`config.mk`:
```
export PLATFORM = sky130hd
export DESIGN_NAME = rbc_top
export DESIGN_NICKNAME = d
export VERILOG_FILES = /design/src/inc/rbc_pkg.sv /design/src/verilog/rbc_sync.sv /design/src/verilog/rbc_buf.sv /design/src/verilog/rbc_top.sv
export VERILOG_INCLUDE_DIRS = /design/src /design/src/inc
export SDC_FILE = /design/constraint.sdc
export NUM_CORES = 1
export LEC_CHECK = 0
export ABC_CLOCK_PERIOD_IN_PS = 5700
export BUFFER_PORTS_ARGS = -buffer_cell sky130_fd_sc_hd__buf_2
export CAP_MARGIN = 10
export CORE_MARGIN = 4
export CORE_UTILIZATION = 63
export DETAILED_ROUTE_END_ITERATION = 7
export GPL_TIMING_DRIVEN = 1
export PLACE_DENSITY = 0.83
export SLEW_MARGIN = 40
export SYNTH_ARGS = -nofsm -noshare
export SYNTH_HDL_FRONTEND = slang
export SYNTH_HIERARCHICAL = 1
export SYNTH_SLANG_ARGS = --single-unit
```
`constraint.sdc`:
```
create_clock -name i_mclk -period 5.7 [get_ports i_mclk]
set_clock_uncertainty 0.2 [all_clocks]
set_input_delay 0.57 -clock i_mclk [delete_from_list [all_inputs] [get_ports i_mclk]]
set_output_delay 0.57 -clock i_mclk [all_outputs]
set_load 0.01 [all_outputs]
```
`src/inc/rbc_regs.svh`:
```
`ifndef RBC_REGS_SVH
`define RBC_REGS_SVH

// bus widths
`define RBC_BYTE_W 8
`define RBC_WORD_W 16
`define RBC_BANK_A 7:0
`define RBC_BANK_B 15:8
`define RBC_ADDR_W 16
`define RBC_HADDR_W 2

// host register offsets and reset values
`define RBC_REG_MODE 2'h0
`define RBC_REG_HORIZONTAL_DELAY_COUNT 2'h1
`define RBC_REG_VERTICAL_DELAY_COUNT 2'h2
`define RBC_REG_SCAN 2'h3
`define RBC_MODE_RST 8'h00
`define RBC_DELAY_RST 8'h00
`define RBC_SCAN_RST 8'h01
`define RBC_GO_BIT 0

// 8x8 block of 64 bytes
`define RBC_BLK_IDX_W 6
`define RBC_BLK_LAST 6'h3f

// two-entry byte buffer
`define RBC_BUF_DEPTH 2
`define RBC_LVL_W 2
`define RBC_BUF_FULL 2'h2

// host pins pass a two-stage synchroniser: sel, addr, wr_n, rd_n, data
`define RBC_SYNC_W 13
`define RBC_SYNC_RST 13'h0300

`endif

```
`src/inc/rbc_pkg.sv`:
```
package rbc_pkg;

    typedef enum logic [2:0] {
        RBC_TX_IDLE = 3'b001,
        RBC_TX_SYNC = 3'b010,
        RBC_TX_DATA = 3'b100
    } rbc_tx_state_t;

endpackage

```
`src/verilog/rbc_sync.sv`:
```
`timescale 1ns/100ps
`default_nettype none
`include "rbc_regs.svh"

module rbc_sync (
    input wire logic i_mclk,
    input wire logic i_rst_n,
    input wire logic [`RBC_SYNC_W-1:0] i_async,
    output logic [`RBC_SYNC_W-1:0] o_sync
);

    logic [`RBC_SYNC_W-1:0] meta_r;
    logic [`RBC_SYNC_W-1:0] sync_r;

    // strobes reset to their idle (high) level so no false edge appears
    always_ff @(posedge i_mclk or negedge i_rst_n) begin
        if (!i_rst_n) begin
            meta_r <= `RBC_SYNC_RST;
            sync_r <= `RBC_SYNC_RST;
        end else begin
            meta_r <= i_async;
            sync_r <= meta_r;
        end
    end

    assign o_sync = sync_r;

endmodule

`default_nettype wire

```
`src/verilog/rbc_buf.sv`:
```
`timescale 1ns/100ps
`default_nettype none
`include "rbc_regs.svh"

module rbc_buf (
    input wire logic i_mclk,
    input wire logic i_rst_n,
    input wire logic [`RBC_BYTE_W-1:0] i_in_data,
    input wire logic i_in_valid,
    output logic o_in_ready,
    output logic [`RBC_BYTE_W-1:0] o_out_data,
    output logic o_out_valid,
    input wire logic i_out_ready,
    output logic [`RBC_LVL_W-1:0] o_level
);

    logic [`RBC_BYTE_W-1:0] mem_r [`RBC_BUF_DEPTH];
    logic wr_idx_r;
    logic rd_idx_r;
    logic [`RBC_LVL_W-1:0] cnt_r;
    logic push;
    logic pop;

    assign o_in_ready = (cnt_r != `RBC_BUF_FULL);
    assign o_out_valid = (cnt_r != '0);
    assign o_out_data = mem_r[rd_idx_r];
    assign o_level = cnt_r;
    assign push = i_in_valid && o_in_ready;
    assign pop = o_out_valid && i_out_ready;

    always_ff @(posedge i_mclk) begin
        if (push) begin
            mem_r[wr_idx_r] <= i_in_data;
        end
    end

    always_ff @(posedge i_mclk or negedge i_rst_n) begin
        if (!i_rst_n) begin
            wr_idx_r <= 1'b0;
            rd_idx_r <= 1'b0;
            cnt_r <= '0;
        end else begin
            if (push) begin
                wr_idx_r <= ~wr_idx_r;
            end
            if (pop) begin
                rd_idx_r <= ~rd_idx_r;
            end
            cnt_r <= cnt_r + {1'b0, push} - {1'b0, pop};
        end
    end

endmodule

`default_nettype wire

```
`src/verilog/rbc_top.sv`:
```
`timescale 1ns/100ps
`default_nettype none
`include "rbc_regs.svh"

module rbc_top (
    input wire logic i_mclk,
    input wire logic i_rst_n,
    input wire logic [`RBC_WORD_W-1:0] i_pixel_bus,
    output logic [`RBC_WORD_W-1:0] o_pixel_bus,
    output logic o_pixel_bus_oe,
    input wire logic i_line_enable,
    input wire logic i_frame_enable,
    input wire logic i_host_select,
    input wire logic [`RBC_HADDR_W-1:0] i_host_addr,
    input wire logic i_host_wr_n,
    input wire logic i_host_rd_n,
    output logic [`RBC_ADDR_W-1:0] o_strip_mem_addr,
    input wire logic [`RBC_WORD_W-1:0] i_strip_mem_data,
    output logic [`RBC_WORD_W-1:0] o_strip_mem_data,
    output logic o_strip_mem_data_oe,
    output logic o_strip_mem_write_n,
    output logic o_strip_mem_output_n,
    input wire logic [`RBC_BYTE_W-1:0] i_codec_byte_bus,
    output logic [`RBC_BYTE_W-1:0] o_codec_byte_bus,
    output logic o_codec_byte_bus_oe,
    input wire logic i_block_sync_n,
    output logic o_block_sync_n,
    output logic o_block_sync_oe,
    input wire logic i_stop_n,
    output logic o_stop_n,
    output logic o_stop_oe,
    input wire logic i_end_of_scan_n,
    output logic o_end_of_scan_n,
    output logic o_end_of_scan_oe,
    input wire logic i_codec_output_enable
);

    logic [`RBC_SYNC_W-1:0] host_sync;
    logic host_select_s;
    logic [`RBC_HADDR_W-1:0] host_addr_s;
    logic host_wr_n_s;
    logic host_rd_n_s;
    logic [`RBC_BYTE_W-1:0] host_data_s;
    logic host_wr_n_d_r;
    logic host_wr;
    logic host_rd;
    logic [`RBC_BYTE_W-1:0] mode_r;
    logic [`RBC_BYTE_W-1:0] horizontal_delay_count_r;
    logic [`RBC_BYTE_W-1:0] vertical_delay_count_r;
    logic [`RBC_BYTE_W-1:0] scan_blocks_r;
    logic [`RBC_BYTE_W-1:0] blk_cnt_r;
    logic [`RBC_BYTE_W-1:0] rd_data_nxt;
    logic go;
    logic comp;
    logic line_d_r;
    logic frame_d_r;
    logic line_rise;
    logic frame_rise;
    logic [`RBC_BYTE_W-1:0] hcount_r;
    logic [`RBC_BYTE_W-1:0] vcount_r;
    logic active;
    logic [`RBC_ADDR_W-1:0] wr_ptr_r;
    logic [`RBC_ADDR_W-1:0] rd_ptr_r;
    logic mem_wreq;
    logic mem_rreq;
    logic do_wr;
    logic do_rd;
    logic word_free;
    logic rd_done;
    logic [`RBC_WORD_W-1:0] word_r;
    logic word_v_r;
    logic byte_hi_r;
    logic [`RBC_BYTE_W-1:0] buf_in_data;
    logic buf_in_valid;
    logic buf_in_ready;
    logic [`RBC_BYTE_W-1:0] buf_out_data;
    logic buf_out_valid;
    logic buf_out_ready;
    logic [`RBC_LVL_W-1:0] buf_level;
    logic [`RBC_LVL_W-1:0] level_after;
    logic buf_pop;
    rbc_pkg::rbc_tx_state_t tx_st_r;
    logic [`RBC_BLK_IDX_W-1:0] tx_idx_r;
    logic tx_pop;
    logic blk_last;
    logic scan_last;
    logic rx_on_r;
    logic [`RBC_BLK_IDX_W-1:0] rx_idx_r;
    logic take;
    logic scan_done;

    // host pins are asynchronous to the system clock
    rbc_sync u_sync (
        .i_mclk(i_mclk),
        .i_rst_n(i_rst_n),
        .i_async({i_host_select, i_host_addr, i_host_wr_n, i_host_rd_n,
                  i_pixel_bus[`RBC_BANK_A]}),
        .o_sync(host_sync)
    );

    assign {host_select_s, host_addr_s, host_wr_n_s, host_rd_n_s, host_data_s} = host_sync;

    // write lands on the rising edge of the write strobe
    assign host_wr = host_select_s && host_wr_n_s && !host_wr_n_d_r;
    assign host_rd = host_select_s && !host_rd_n_s;
    assign go = mode_r[`RBC_GO_BIT];
    assign comp = i_codec_output_enable;

    always_ff @(posedge i_mclk or negedge i_rst_n) begin
        if (!i_rst_n) begin
            host_wr_n_d_r <= 1'b1;
        end else begin
            host_wr_n_d_r <= host_wr_n_s;
        end
    end

    // hardware clears go at end of scan; a host write to the mode register in that cycle wins
    always_ff @(posedge i_mclk or negedge i_rst_n) begin
        if (!i_rst_n) begin
            mode_r <= `RBC_MODE_RST;
            horizontal_delay_count_r <= `RBC_DELAY_RST;
            vertical_delay_count_r <= `RBC_DELAY_RST;
            scan_blocks_r <= `RBC_SCAN_RST;
        end else begin
            if (host_wr && host_addr_s == `RBC_REG_MODE) begin
                mode_r <= host_data_s;
            end else if (scan_done) begin
                mode_r[`RBC_GO_BIT] <= 1'b0;
            end
            if (host_wr && host_addr_s == `RBC_REG_HORIZONTAL_DELAY_COUNT) begin
                horizontal_delay_count_r <= host_data_s;
            end
            if (host_wr && host_addr_s == `RBC_REG_VERTICAL_DELAY_COUNT) begin
                vertical_delay_count_r <= host_data_s;
            end
            if (host_wr && host_addr_s == `RBC_REG_SCAN) begin
                scan_blocks_r <= host_data_s;
            end
        end
    end

    always_comb begin
        unique case (host_addr_s)
            `RBC_REG_MODE: rd_data_nxt = mode_r;
            `RBC_REG_HORIZONTAL_DELAY_COUNT: rd_data_nxt = horizontal_delay_count_r;
            `RBC_REG_VERTICAL_DELAY_COUNT: rd_data_nxt = vertical_delay_count_r;
            `RBC_REG_SCAN: rd_data_nxt = blk_cnt_r;
        endcase
    end

    always_ff @(posedge i_mclk or negedge i_rst_n) begin
        if (!i_rst_n) begin
            o_pixel_bus_oe <= 1'b0;
            o_pixel_bus <= '0;
        end else if (host_select_s) begin
            o_pixel_bus_oe <= host_rd;
            o_pixel_bus <= {{`RBC_BYTE_W{1'b0}}, rd_data_nxt};
        end else begin
            o_pixel_bus_oe <= go && !comp;
            if (rd_done && !comp) begin
                o_pixel_bus <= i_strip_mem_data;
            end
        end
    end

    // raster window: both delays must have run out
    assign line_rise = i_line_enable && !line_d_r;
    assign frame_rise = i_frame_enable && !frame_d_r;
    assign active = go && i_frame_enable && i_line_enable
                    && (line_rise ? horizontal_delay_count_r == '0 : hcount_r == '0)
                    && (frame_rise ? vertical_delay_count_r == '0 : vcount_r == '0);

    always_ff @(posedge i_mclk or negedge i_rst_n) begin
        if (!i_rst_n) begin
            line_d_r <= 1'b0;
            frame_d_r <= 1'b0;
            hcount_r <= '0;
            vcount_r <= '0;
        end else begin
            line_d_r <= i_line_enable;
            frame_d_r <= i_frame_enable;
            if (line_rise) begin
                hcount_r <= horizontal_delay_count_r;
            end else if (hcount_r != '0) begin
                hcount_r <= hcount_r - 1'b1;
            end
            if (frame_rise) begin
                vcount_r <= vertical_delay_count_r;
            end else if (line_rise && vcount_r != '0) begin
                vcount_r <= vcount_r - 1'b1;
            end
        end
    end

    // one access per cycle; the raster side has priority in both modes
    // because the pixel stream cannot be stalled
    assign rd_done = !o_strip_mem_output_n;
    assign mem_wreq = comp ? active : word_v_r;
    // the codec link has no valid strobe, so reads overlap the byte split: a read
    // goes out once the word register is empty, or holds only a last byte with room
    // for it, at the edge the data arrives
    assign word_free = !word_v_r || (byte_hi_r && buf_in_ready)
                       || ((byte_hi_r || buf_in_ready) && level_after != `RBC_BUF_FULL);
    assign mem_rreq = comp ? (rd_ptr_r != wr_ptr_r && word_free && o_strip_mem_output_n)
                           : (active && rd_ptr_r != wr_ptr_r);
    assign do_wr = comp ? mem_wreq : (mem_wreq && !mem_rreq);
    assign do_rd = comp ? (mem_rreq && !mem_wreq) : mem_rreq;

    always_ff @(posedge i_mclk or negedge i_rst_n) begin
        if (!i_rst_n) begin
            o_strip_mem_addr <= '0;
            o_strip_mem_data <= '0;
            o_strip_mem_data_oe <= 1'b0;
            o_strip_mem_write_n <= 1'b1;
            o_strip_mem_output_n <= 1'b1;
            wr_ptr_r <= '0;
            rd_ptr_r <= '0;
        end else begin
            o_strip_mem_write_n <= !do_wr;
            o_strip_mem_output_n <= !do_rd;
            o_strip_mem_data_oe <= do_wr;
            if (do_wr) begin
                o_strip_mem_addr <= wr_ptr_r;
                o_strip_mem_data <= comp ? i_pixel_bus : word_r;
                wr_ptr_r <= wr_ptr_r + 1'b1;
            end else if (do_rd) begin
                o_strip_mem_addr <= rd_ptr_r;
                rd_ptr_r <= rd_ptr_r + 1'b1;
            end
        end
    end

    // word_r splits memory words into bytes when compressing and
    // pairs codec bytes into memory words when expanding
    always_ff @(posedge i_mclk or negedge i_rst_n) begin
        if (!i_rst_n) begin
            word_r <= '0;
            word_v_r <= 1'b0;
            byte_hi_r <= 1'b0;
        end else if (comp) begin
            if (rd_done) begin
                word_r <= i_strip_mem_data;
                word_v_r <= 1'b1;
                byte_hi_r <= 1'b0;
            end else if (word_v_r && buf_in_ready) begin
                byte_hi_r <= !byte_hi_r;
                word_v_r <= !byte_hi_r;
            end
        end else begin
            if (do_wr) begin
                word_v_r <= 1'b0;
            end else if (buf_pop) begin
                if (byte_hi_r) begin
                    word_r[`RBC_BANK_B] <= buf_out_data;
                    word_v_r <= 1'b1;
                end else begin
                    word_r[`RBC_BANK_A] <= buf_out_data;
                end
                byte_hi_r <= !byte_hi_r;
            end
        end
    end

    assign buf_in_data = !comp ? i_codec_byte_bus
                       : byte_hi_r ? word_r[`RBC_BANK_B] : word_r[`RBC_BANK_A];
    assign buf_in_valid = comp ? word_v_r : take;
    assign buf_out_ready = comp ? tx_pop : !word_v_r;
    assign buf_pop = buf_out_valid && buf_out_ready;

    rbc_buf u_buf (
        .i_mclk(i_mclk),
        .i_rst_n(i_rst_n),
        .i_in_data(buf_in_data),
        .i_in_valid(buf_in_valid),
        .o_in_ready(buf_in_ready),
        .o_out_data(buf_out_data),
        .o_out_valid(buf_out_valid),
        .i_out_ready(buf_out_ready),
        .o_level(buf_level)
    );

    // compression: sync cycle pops byte 0 so it shows exactly one cycle later
    assign tx_pop = (tx_st_r == rbc_pkg::RBC_TX_SYNC)
                    || (tx_st_r == rbc_pkg::RBC_TX_DATA && buf_out_valid && i_stop_n);
    assign blk_last = (tx_idx_r == `RBC_BLK_LAST);
    assign scan_last = (blk_cnt_r + 1'b1 == scan_blocks_r);

    always_ff @(posedge i_mclk or negedge i_rst_n) begin
        if (!i_rst_n) begin
            tx_st_r <= rbc_pkg::RBC_TX_IDLE;
            tx_idx_r <= '0;
            o_block_sync_n <= 1'b1;
            o_end_of_scan_n <= 1'b1;
            o_codec_byte_bus <= '0;
        end else begin
            o_block_sync_n <= 1'b1;
            o_end_of_scan_n <= 1'b1;
            unique case (tx_st_r)
                rbc_pkg::RBC_TX_IDLE: begin
                    if (comp && go && buf_out_valid && i_stop_n) begin
                        o_block_sync_n <= 1'b0;
                        tx_st_r <= rbc_pkg::RBC_TX_SYNC;
                        tx_idx_r <= '0;
                    end
                end
                rbc_pkg::RBC_TX_SYNC: begin
                    tx_st_r <= rbc_pkg::RBC_TX_DATA;
                end
                rbc_pkg::RBC_TX_DATA: begin
                    if (tx_pop && blk_last) begin
                        tx_st_r <= rbc_pkg::RBC_TX_IDLE;
                    end
                end
            endcase
            if (tx_pop) begin
                o_codec_byte_bus <= buf_out_data;
                tx_idx_r <= tx_idx_r + 1'b1;
                if (blk_last && scan_last) begin
                    o_end_of_scan_n <= 1'b0;
                end
            end
        end
    end

    // expansion: a byte is taken in every cycle of a block that stop is high
    assign take = !comp && rx_on_r && o_stop_n;
    assign level_after = buf_level + {1'b0, buf_in_valid && buf_in_ready} - {1'b0, buf_pop};
    assign scan_done = comp ? (tx_pop && blk_last && scan_last)
                            : (take && !i_end_of_scan_n);

    always_ff @(posedge i_mclk or negedge i_rst_n) begin
        if (!i_rst_n) begin
            rx_on_r <= 1'b0;
            rx_idx_r <= '0;
            o_stop_n <= 1'b1;
            blk_cnt_r <= '0;
        end else begin
            // room for one more byte next cycle, or stop the codec
            o_stop_n <= comp || (level_after != `RBC_BUF_FULL);
            if (!comp && go && !i_block_sync_n) begin
                rx_on_r <= 1'b1;
                rx_idx_r <= '0;
            end else if (take) begin
                rx_idx_r <= rx_idx_r + 1'b1;
                if (rx_idx_r == `RBC_BLK_LAST || !i_end_of_scan_n) begin
                    rx_on_r <= 1'b0;
                end
            end
            if (scan_done) begin
                blk_cnt_r <= '0;
            end else if ((take && rx_idx_r == `RBC_BLK_LAST) || (tx_pop && blk_last)) begin
                blk_cnt_r <= blk_cnt_r + 1'b1;
            end
        end
    end

    // link drivers turn with the codec's direction control
    always_ff @(posedge i_mclk or negedge i_rst_n) begin
        if (!i_rst_n) begin
            o_codec_byte_bus_oe <= 1'b0;
            o_block_sync_oe <= 1'b0;
            o_end_of_scan_oe <= 1'b0;
            o_stop_oe <= 1'b0;
        end else begin
            o_codec_byte_bus_oe <= comp;
            o_block_sync_oe <= comp;
            o_end_of_scan_oe <= comp;
            o_stop_oe <= !comp;
        end
    end

endmodule

`default_nettype wire

```
# Yosys cells after proc, flatten, opt, wreduce, memory -nomap -nowiden
# Memories as Yosys holds them, arrays and structs flattened.
# Cells that the tools add are included.
[op_classes] addsub=9 n_eq_ne=18 muxes=59 bitwise_logic=3 reduce_logical=90
[op_table] operator="$mux 16" count=9
[op_table] operator="$mux 8" count=10
[op_table] operator="$logic_and 1x1->1" count=39
[op_table] operator="$add 16x1->16 const B" count=2
[op_table] operator="$logic_not 8->1" count=4
[op_table] operator="$pmux 8 s4" count=1
[op_table] operator="$mux 1" count=31
[op_table] operator="$mux 6" count=5
[op_table] operator="$reduce_bool 2->1" count=13
[op_table] operator="$ne 16x16->1" count=1
[op_table] operator="$reduce_bool 8->1" count=2
[op_table] operator="$sub 8x1->8 const B" count=2
[op_table] operator="$logic_not 1->1" count=14
[op_table] operator="$add 6x1->6 const B" count=2
[op_table] operator="$eq 6x6->1 const B" count=2
[op_table] operator="$ne 2x2->1 const B" count=6
[op_table] operator="$pmux 3 s3" count=1
[op_table] operator="$add 8x1->8 const B" count=1
[op_table] operator="$eq 8x8->1" count=1
[op_table] operator="$reduce_and 2->1" count=4
[op_table] operator="$reduce_and 4->1" count=2
[op_table] operator="$logic_or 1x1->1" count=7
[op_table] operator="$mux 3" count=2
[op_table] operator="$reduce_and 3->1" count=2
[op_table] operator="other kinds (12)" count=16
[word_totals] reg_bits=220 mem_bits_rw=16 memories=1
[mem_list] memory="u_buf.mem_r" depth=2 word_bits=8 rd=1 rd_clocked_by_memory_dff=0 write_ports=1 line_no="rbc_buf.sv:17" source="logic [`RBC_BYTE_W-1:0] mem_r [`RBC_BUF_DEPTH];"

# Depth between registers and ports, before layout
[logic_depth] ltp_word=18 depth_mapped=16 depth_no_buf=14

# Modules after synthesis
# Netlist, hierarchy kept.
[modules_own_cells] module="rbc_top" instances=1 cells_per_inst=912 area_per_inst_um2=9584.2 seq_area_each_um2=4764.6
[modules_own_cells] module="rbc_buf" instances=1 cells_per_inst=42 area_per_inst_um2=774.5 seq_area_each_um2=580.6
[modules_own_cells] module="rbc_sync" instances=1 cells_per_inst=26 area_per_inst_um2=655.6 seq_area_each_um2=655.6

# Worst setup path after synthesis
# No wires, ideal clock.
[synth_path] kind="input-to-reg" startpoint="in i_codec_output_enable" endpoint="reg o_strip_mem_addr[11]" setup_time_ps=126 t_arrival_ps=3507 setup_slack_ps=1867 cell_stages=16 path_buffers=4 path_cell_list="clkbuf_1 -> clkbuf_1 -> buf_1 -> nand2_1 -> nand2_1 -> nand2_1 -> ha_1 -> inv_1 -> ha_1 -> xnor3_1 -> nor2_1 -> a221o_1 -> o21ai_1 -> clkbuf_1 -> nor3b_1 -> a221o_1"
[synth_between] elab_chain_cells=17 elab_cells_between_ends=24 classes_between="add/sub: 2; eq/ne: 1; mux: 7; reduce/logical: 14"
[synth_lines] item="from (decl)" line_no="rbc_top.sv:35" source="input wire logic i_codec_output_enable"
[synth_lines] item="$logic_not 1->1" line_no="rbc_top.sv:326" source="assign take = !comp && rx_on_r && o_stop_n;"
[synth_lines] item="$logic_and 1x1->1 (2 in series)" line_no="rbc_top.sv:326"
[synth_lines] item="$mux 1 *" line_no="rbc_top.sv:266" source="assign buf_in_valid = comp ? word_v_r : take;"
[synth_lines] item="named net buf_in_valid" line_no="rbc_top.sv:74" source="logic buf_in_valid;"
[synth_lines] item="$logic_and 1x1->1 *" line_no="rbc_top.sv:327" source="assign level_after = buf_level + {1'b0, buf_in_valid && buf_in_ready} - {1'b0, buf_pop};"
[synth_lines] item="$add 2x1->2 *" line_no="rbc_top.sv:327"
[synth_lines] item="$sub 2x1->2 *" line_no="rbc_top.sv:327"
[synth_lines] item="$ne 2x2->1 (no source line) *"
[synth_lines] item="$logic_and 1x1->1 (no source line) *"
[synth_lines] item="$logic_or 1x1->1 *" line_no="rbc_top.sv:202" source="assign word_free = !word_v_r || (byte_hi_r && buf_in_ready)"
[synth_lines] item="$logic_and 1x1->1 * (2 in series)" line_no="rbc_top.sv:204" source="assign mem_rreq = comp ? (rd_ptr_r != wr_ptr_r && word_free && o_strip_mem_output_n)"
[synth_lines] item="$mux 1 *" line_no="rbc_top.sv:204"
[synth_lines] item="$logic_not 1->1" line_no="rbc_top.sv:206" source="assign do_wr = comp ? mem_wreq : (mem_wreq && !mem_rreq);"
[synth_lines] item="$logic_and 1x1->1" line_no="rbc_top.sv:206"
[synth_lines] item="$mux 1" line_no="rbc_top.sv:206"
[synth_lines] item="$mux 16 or $reduce_bool 2->1 (tied branches)"
[synth_lines] item="to (signal assigned)" line_no="rbc_top.sv:223" source="o_strip_mem_addr <= wr_ptr_r;"
[synth_lines] item="to (signal assigned)" line_no="rbc_top.sv:227" source="o_strip_mem_addr <= rd_ptr_r;"
[synth_lines] item="to (decl)" line_no="rbc_top.sv:17" source="output logic [`RBC_ADDR_W-1:0] o_strip_mem_addr,"
# The timed path passes the listed nets; every way through them passes the cells marked *.
# A chain may end at the register's enable or synchronous reset.

# Worst setup path after layout
[layout_path] startpoint="reg u_buf.cnt_r[1] (netlist: u_buf/o_level[1])" endpoint="reg rd_ptr_r[1]"
[layout_between] elab_chain_cells=18 elab_cells_between_ends=26 classes_between="add/sub: 2; eq/ne: 2; mux: 4; bitwise: 1; reduce/logical: 17"
[layout_lines] item="from (decl)" line_no="rbc_buf.sv:20" source="logic [`RBC_LVL_W-1:0] cnt_r;"
[layout_lines] item="from (signal assigned)" line_no="rbc_buf.sv:49" source="cnt_r <= cnt_r + {1'b0, push} - {1'b0, pop};"
[layout_lines] item="$reduce_bool 2->1 *" line_no="rbc_buf.sv:25" source="assign o_out_valid = (cnt_r != '0);"
[layout_lines] item="named net buf_out_valid" line_no="rbc_top.sv:77" source="logic buf_out_valid;"
[layout_lines] item="$logic_and 1x1->1 * (2 in series)" line_no="rbc_top.sv:284" source="|| (tx_st_r == rbc_pkg::RBC_TX_DATA && buf_out_valid && i_stop_n);"
[layout_lines] item="$logic_or 1x1->1 *" line_no="rbc_top.sv:284"
[layout_lines] item="$mux 1 *" line_no="rbc_top.sv:267" source="assign buf_out_ready = comp ? tx_pop : !word_v_r;"
[layout_lines] item="named net buf_out_ready" line_no="rbc_top.sv:78" source="logic buf_out_ready;"
[layout_lines] item="$logic_and 1x1->1 *" line_no="rbc_top.sv:268" source="assign buf_pop = buf_out_valid && buf_out_ready;"
[layout_lines] item="$sub 2x1->2 *" line_no="rbc_top.sv:327"
[layout_lines] item="(+2 left out)"
[layout_lines] item="$logic_or 1x1->1 *" line_no="rbc_top.sv:202"
[layout_lines] item="$logic_and 1x1->1 * (2 in series)" line_no="rbc_top.sv:204"
[layout_lines] item="$mux 1 *" line_no="rbc_top.sv:204"
[layout_lines] item="$logic_not 1->1" line_no="rbc_top.sv:206"
[layout_lines] item="$logic_and 1x1->1" line_no="rbc_top.sv:206"
[layout_lines] item="$mux 1" line_no="rbc_top.sv:206"
[layout_lines] item="$not 1->1 (no source line)"
[layout_lines] item="$reduce_and 2->1 (no source line) *"
[layout_lines] item="to (signal assigned)" line_no="rbc_top.sv:228" source="rd_ptr_r <= rd_ptr_r + 1'b1;"
[layout_lines] item="to (decl)" line_no="rbc_top.sv:63" source="logic [`RBC_ADDR_W-1:0] rd_ptr_r;"
# Marked as above.

==> summary.md <==
| Metric | Value |
|---|---|
| Status | finished clean |
| Final Cycle Share | 71.3% |
| Final core occ | 73.1% |
| Gate Count Post-Synth | 980 |
| Congestion Overflow GR | 0 |
| Initial antenna violation count | 1 |
| Total Neg Setup Slack | 0 ps |
| Tightest Hold Check Type | in -> reg |
| Placed Cells | 1,277 |
| CP Launch Point | u_buf/o_level[1]$_DFF_PN0_ |
| GP Congestion | 0.872 |
| CP most frequent cell | ha_1 |
| Num ports | 120 |
| Share of cells above drive strength 1 | 23.3% |
| Post-Route WL | 27,000 µm |
| Clock Latency Late Sink | 510 ps |
| Top achievable clock speed | 246 MHz |
| Vias in the first global route | 8,271 |
| Async SR Flop Fraction | 93.2% |
| Main synth FF type | dfrtp_1 |
| Critical Path Source Type | register |
| CTS Buf Count | 25 |
| Hold Vio Cnt, Final | 0 |
| CTS sink count | 236 |
| Pre-CTS WS | 1460 ps |
| Slew margin rel. | 43.4% |
| DIE AREA | 0.0197 mm² |
| Tot Pwr | 5.83 mW |
| DP Area | 0.0117 mm² |
| Net Count, Synth | 1,045 |
| Unrepaired setup endpoints after global routing | false |
| CTS H-tree depth | 1 |
| Post-route setup slack | 1640 ps |
| Distinct cells, synth | 68 |
| Antenna Nets Post-Route | 0 |
| Hold_ws | 29.5 ps |
| Cell Pwr Density | 462 mW/mm² |
| Netlist Area Pre-Place | 0.0110 mm² |
| Core ar. | 0.0172 mm² |
| Area growth syn-to-layout | 14.4% |
| Total track usage | 27.9% |
| Root buf cell | clkbuf_16 |
| Syn Area/Cell | 11.2 µm² |
| Slowest-stage cell, CP | dfrtp_1 |
| Crit path DAT | 4260 ps |
| Clock Tree Buf Depth | 3 |
| First-pass GRT wire length | 44,300 µm |
| Cell Rows | 48 |
| Most frequent cells in the layout | dfrtp_1, buf_2, nand2_1, o21ai_0, xor2_1 |
| Fin cells | 1,333 |
| Max Cap Viol | 0 |
| CP peak stage delay | 430 ps |
| Final setup vio count | 0 |
| Post-DP HPWL | 18,600 µm |
| Wire per inst | 20.3 µm |
| Part of the Yosys area used for sequential elements | 54.5% |
| Worst EP required | 5900 ps |
| Number of synthesized flops with an enable pin | 16 |
| Lkg Pwr | 5.83 nW |
| Initial Util | 63.9% |
| CP Cell Sequence | or2_1, nand4b_1, a21oi_1, a21o_1, and2_1, ha_1, inv_1, ha_1, xnor3_1, nor2_1, a221o_1, mux2_4, nor2_4, mux2_2 |
| Worst VDD drop | 0.000264 V |
| Chip Width | 140 µm |
| Crit Path Class | reg -> reg |
| Vias per std cell | 6.13 |
| FF-to-FF Start | u_buf/o_level[1]$_DFF_PN0_ |
| Synth warn | 6 |
| Residual DRC | 0 |
| Drt pass-1 iters | 7 |
| Vias | 8,169 |
| Worst-path fanout max | 18 |
| Clk slew on worst S/H paths | 60 ps |
| Pin count of the biggest net entering global routing | 128 |
| Crit path time final | 4060 ps |
| Synth Register Bits | 236 |
| Worst Tran Pin Value | 844 ps |
| # nets final | 1,154 |
| Drt initial violations | 703 |
| Worst hold start | i_pixel_bus[6] |
| I/O Buffers | 119 |
| Leading cell type in the layout, fill and taps excluded | dfrtp_1 |
| Fin. max-slew vios | 0 |
| CTS tree | built |
| R2R Setup Slk | 1640 ps |
| Die H | 140 µm |
| Worst Setup End Kind | register |
| Final Cell Area | 0.0126 mm² |
[metal layers]
metal  track usage [%]  part of all wire (%)  vias to the layer above
li1                  -                     -                     3705
met4              9.99                   3.6                        0
met3              4.71                   7.6                       77
met5                 0                     0                        -
met2              44.8                    48                      351
met1              38.8                    41                     4036
[flip-flops by register name, summed over array words and instances (netlist names), 2 cells and up]
name                      cells
o_strip_mem_data             16
mode_r                        8
o_strip_mem_addr             16
tx_st_r                       3
scan_blocks_r                 8
o_codec_byte_bus              8
vertical_delay_count_r        8
horizontal_delay_count_r      8
tx_idx_r                      6
vcount_r                      8
u_buf/o_level                 2
o_pixel_bus                  16
u_buf/mem_r                  16
wr_ptr_r                     16
hcount_r                      8
u_sync/meta_r                13
rd_ptr_r                     16
rx_idx_r                      6
blk_cnt_r                     8
word_r                       16
u_sync/o_sync                13
[cells by family after synthesis]
group | synth area share (%)
AO/OA/AOI/OAI | 8.99
XOR/XNOR | 6.65
adder cells (fa/ha/maj) | 1.36
buffers and inverters | 2.71
flip-flops | 54.5
multiplexers | 10.2
AND/OR/NAND/NOR | 15.7
[critical path, delay by kind of cell, from the launching register on]
kind,cells,cell delay [ps]
adder cells (fa/ha/maj),2,450
buffers and inverters,1,40
AO/OA/AOI/OAI,3,710
multiplexers,2,780
AND/OR/NAND/NOR,5,1160
XOR/XNOR,1,200
flip-flops,1,430
[where the power goes]
| part | internal, mW | switching (mW) | leakage, nW | total, mW |
|---|---|---|---|---|
| Combinational | 0.756 | 0.913 | 2.56 | 1.67 |
| Clock | 0.888 | 0.632 | 0.372 | 1.52 |
| Sequential | 2.16 | 0.477 | 2.90 | 2.64 |
| Total | 3.81 | 2.02 | 5.83 | 5.83 |
[Yosys cell counts, types with 18 or more instances]
| cell | number | share of area (%) |
|---|---|---|
| nand2_1 | 101 | 3.4 |
| a21oi_1 | 57 | 2.6 |
| mux2_2 | 42 | 4.3 |
| dfrtp_1 | 208 | 47 |
| nor2_1 | 53 | 1.8 |
| clkbuf_1 | 26 | 0.89 |
| nand3_1 | 41 | 1.9 |
| o21ai_0 | 62 | 2.8 |
| nor3b_1 | 18 | 1.2 |
| xor2_1 | 59 | 4.7 |
| mux2i_1 | 36 | 3.3 |
| a221o_1 | 18 | 1.6 |
| xnor2_1 | 22 | 1.7 |
[area by class of cell]
cell class                 instances  area, µm²
clock buffer                      42        749
timing repair buffer             135        763
multi-input combinational        676       4730
clock inverter                     3       17.5
inverter                          15       56.3
tap                              225        282
antenna                            1       2.50
sequential                       236       6000
fill                            1166       4630
[path summary, 6_finish.rpt]
path | to | cells past startpoint
setup / recovery | rd_ptr_r[1]$_DFFE_PN0P_ | 14
hold / removal | u_sync/meta_r[6]$_DFF_PN0_ | 1
setup reg to reg | rd_ptr_r[1]$_DFFE_PN0P_ | 14
hold reg to reg | u_sync/o_sync[12]$_DFF_PN0_ | 0
max in group asynchronous | u_sync/o_sync[12]$_DFF_PN0_ | 3
min in group asynchronous | hcount_r[2]$_DFFE_PN0P_ | 2
[what timing repair did]
action / in CTS / in global routing
endpoints found under the setup margin: 0 / 0
hold buffers: 10 / 0
resized for setup: 0 / 0
endpoints found under the hold margin: 98 / 0
setup buffers: 0 / 0
No activity file was read; power rests on OpenSTA's default activity.
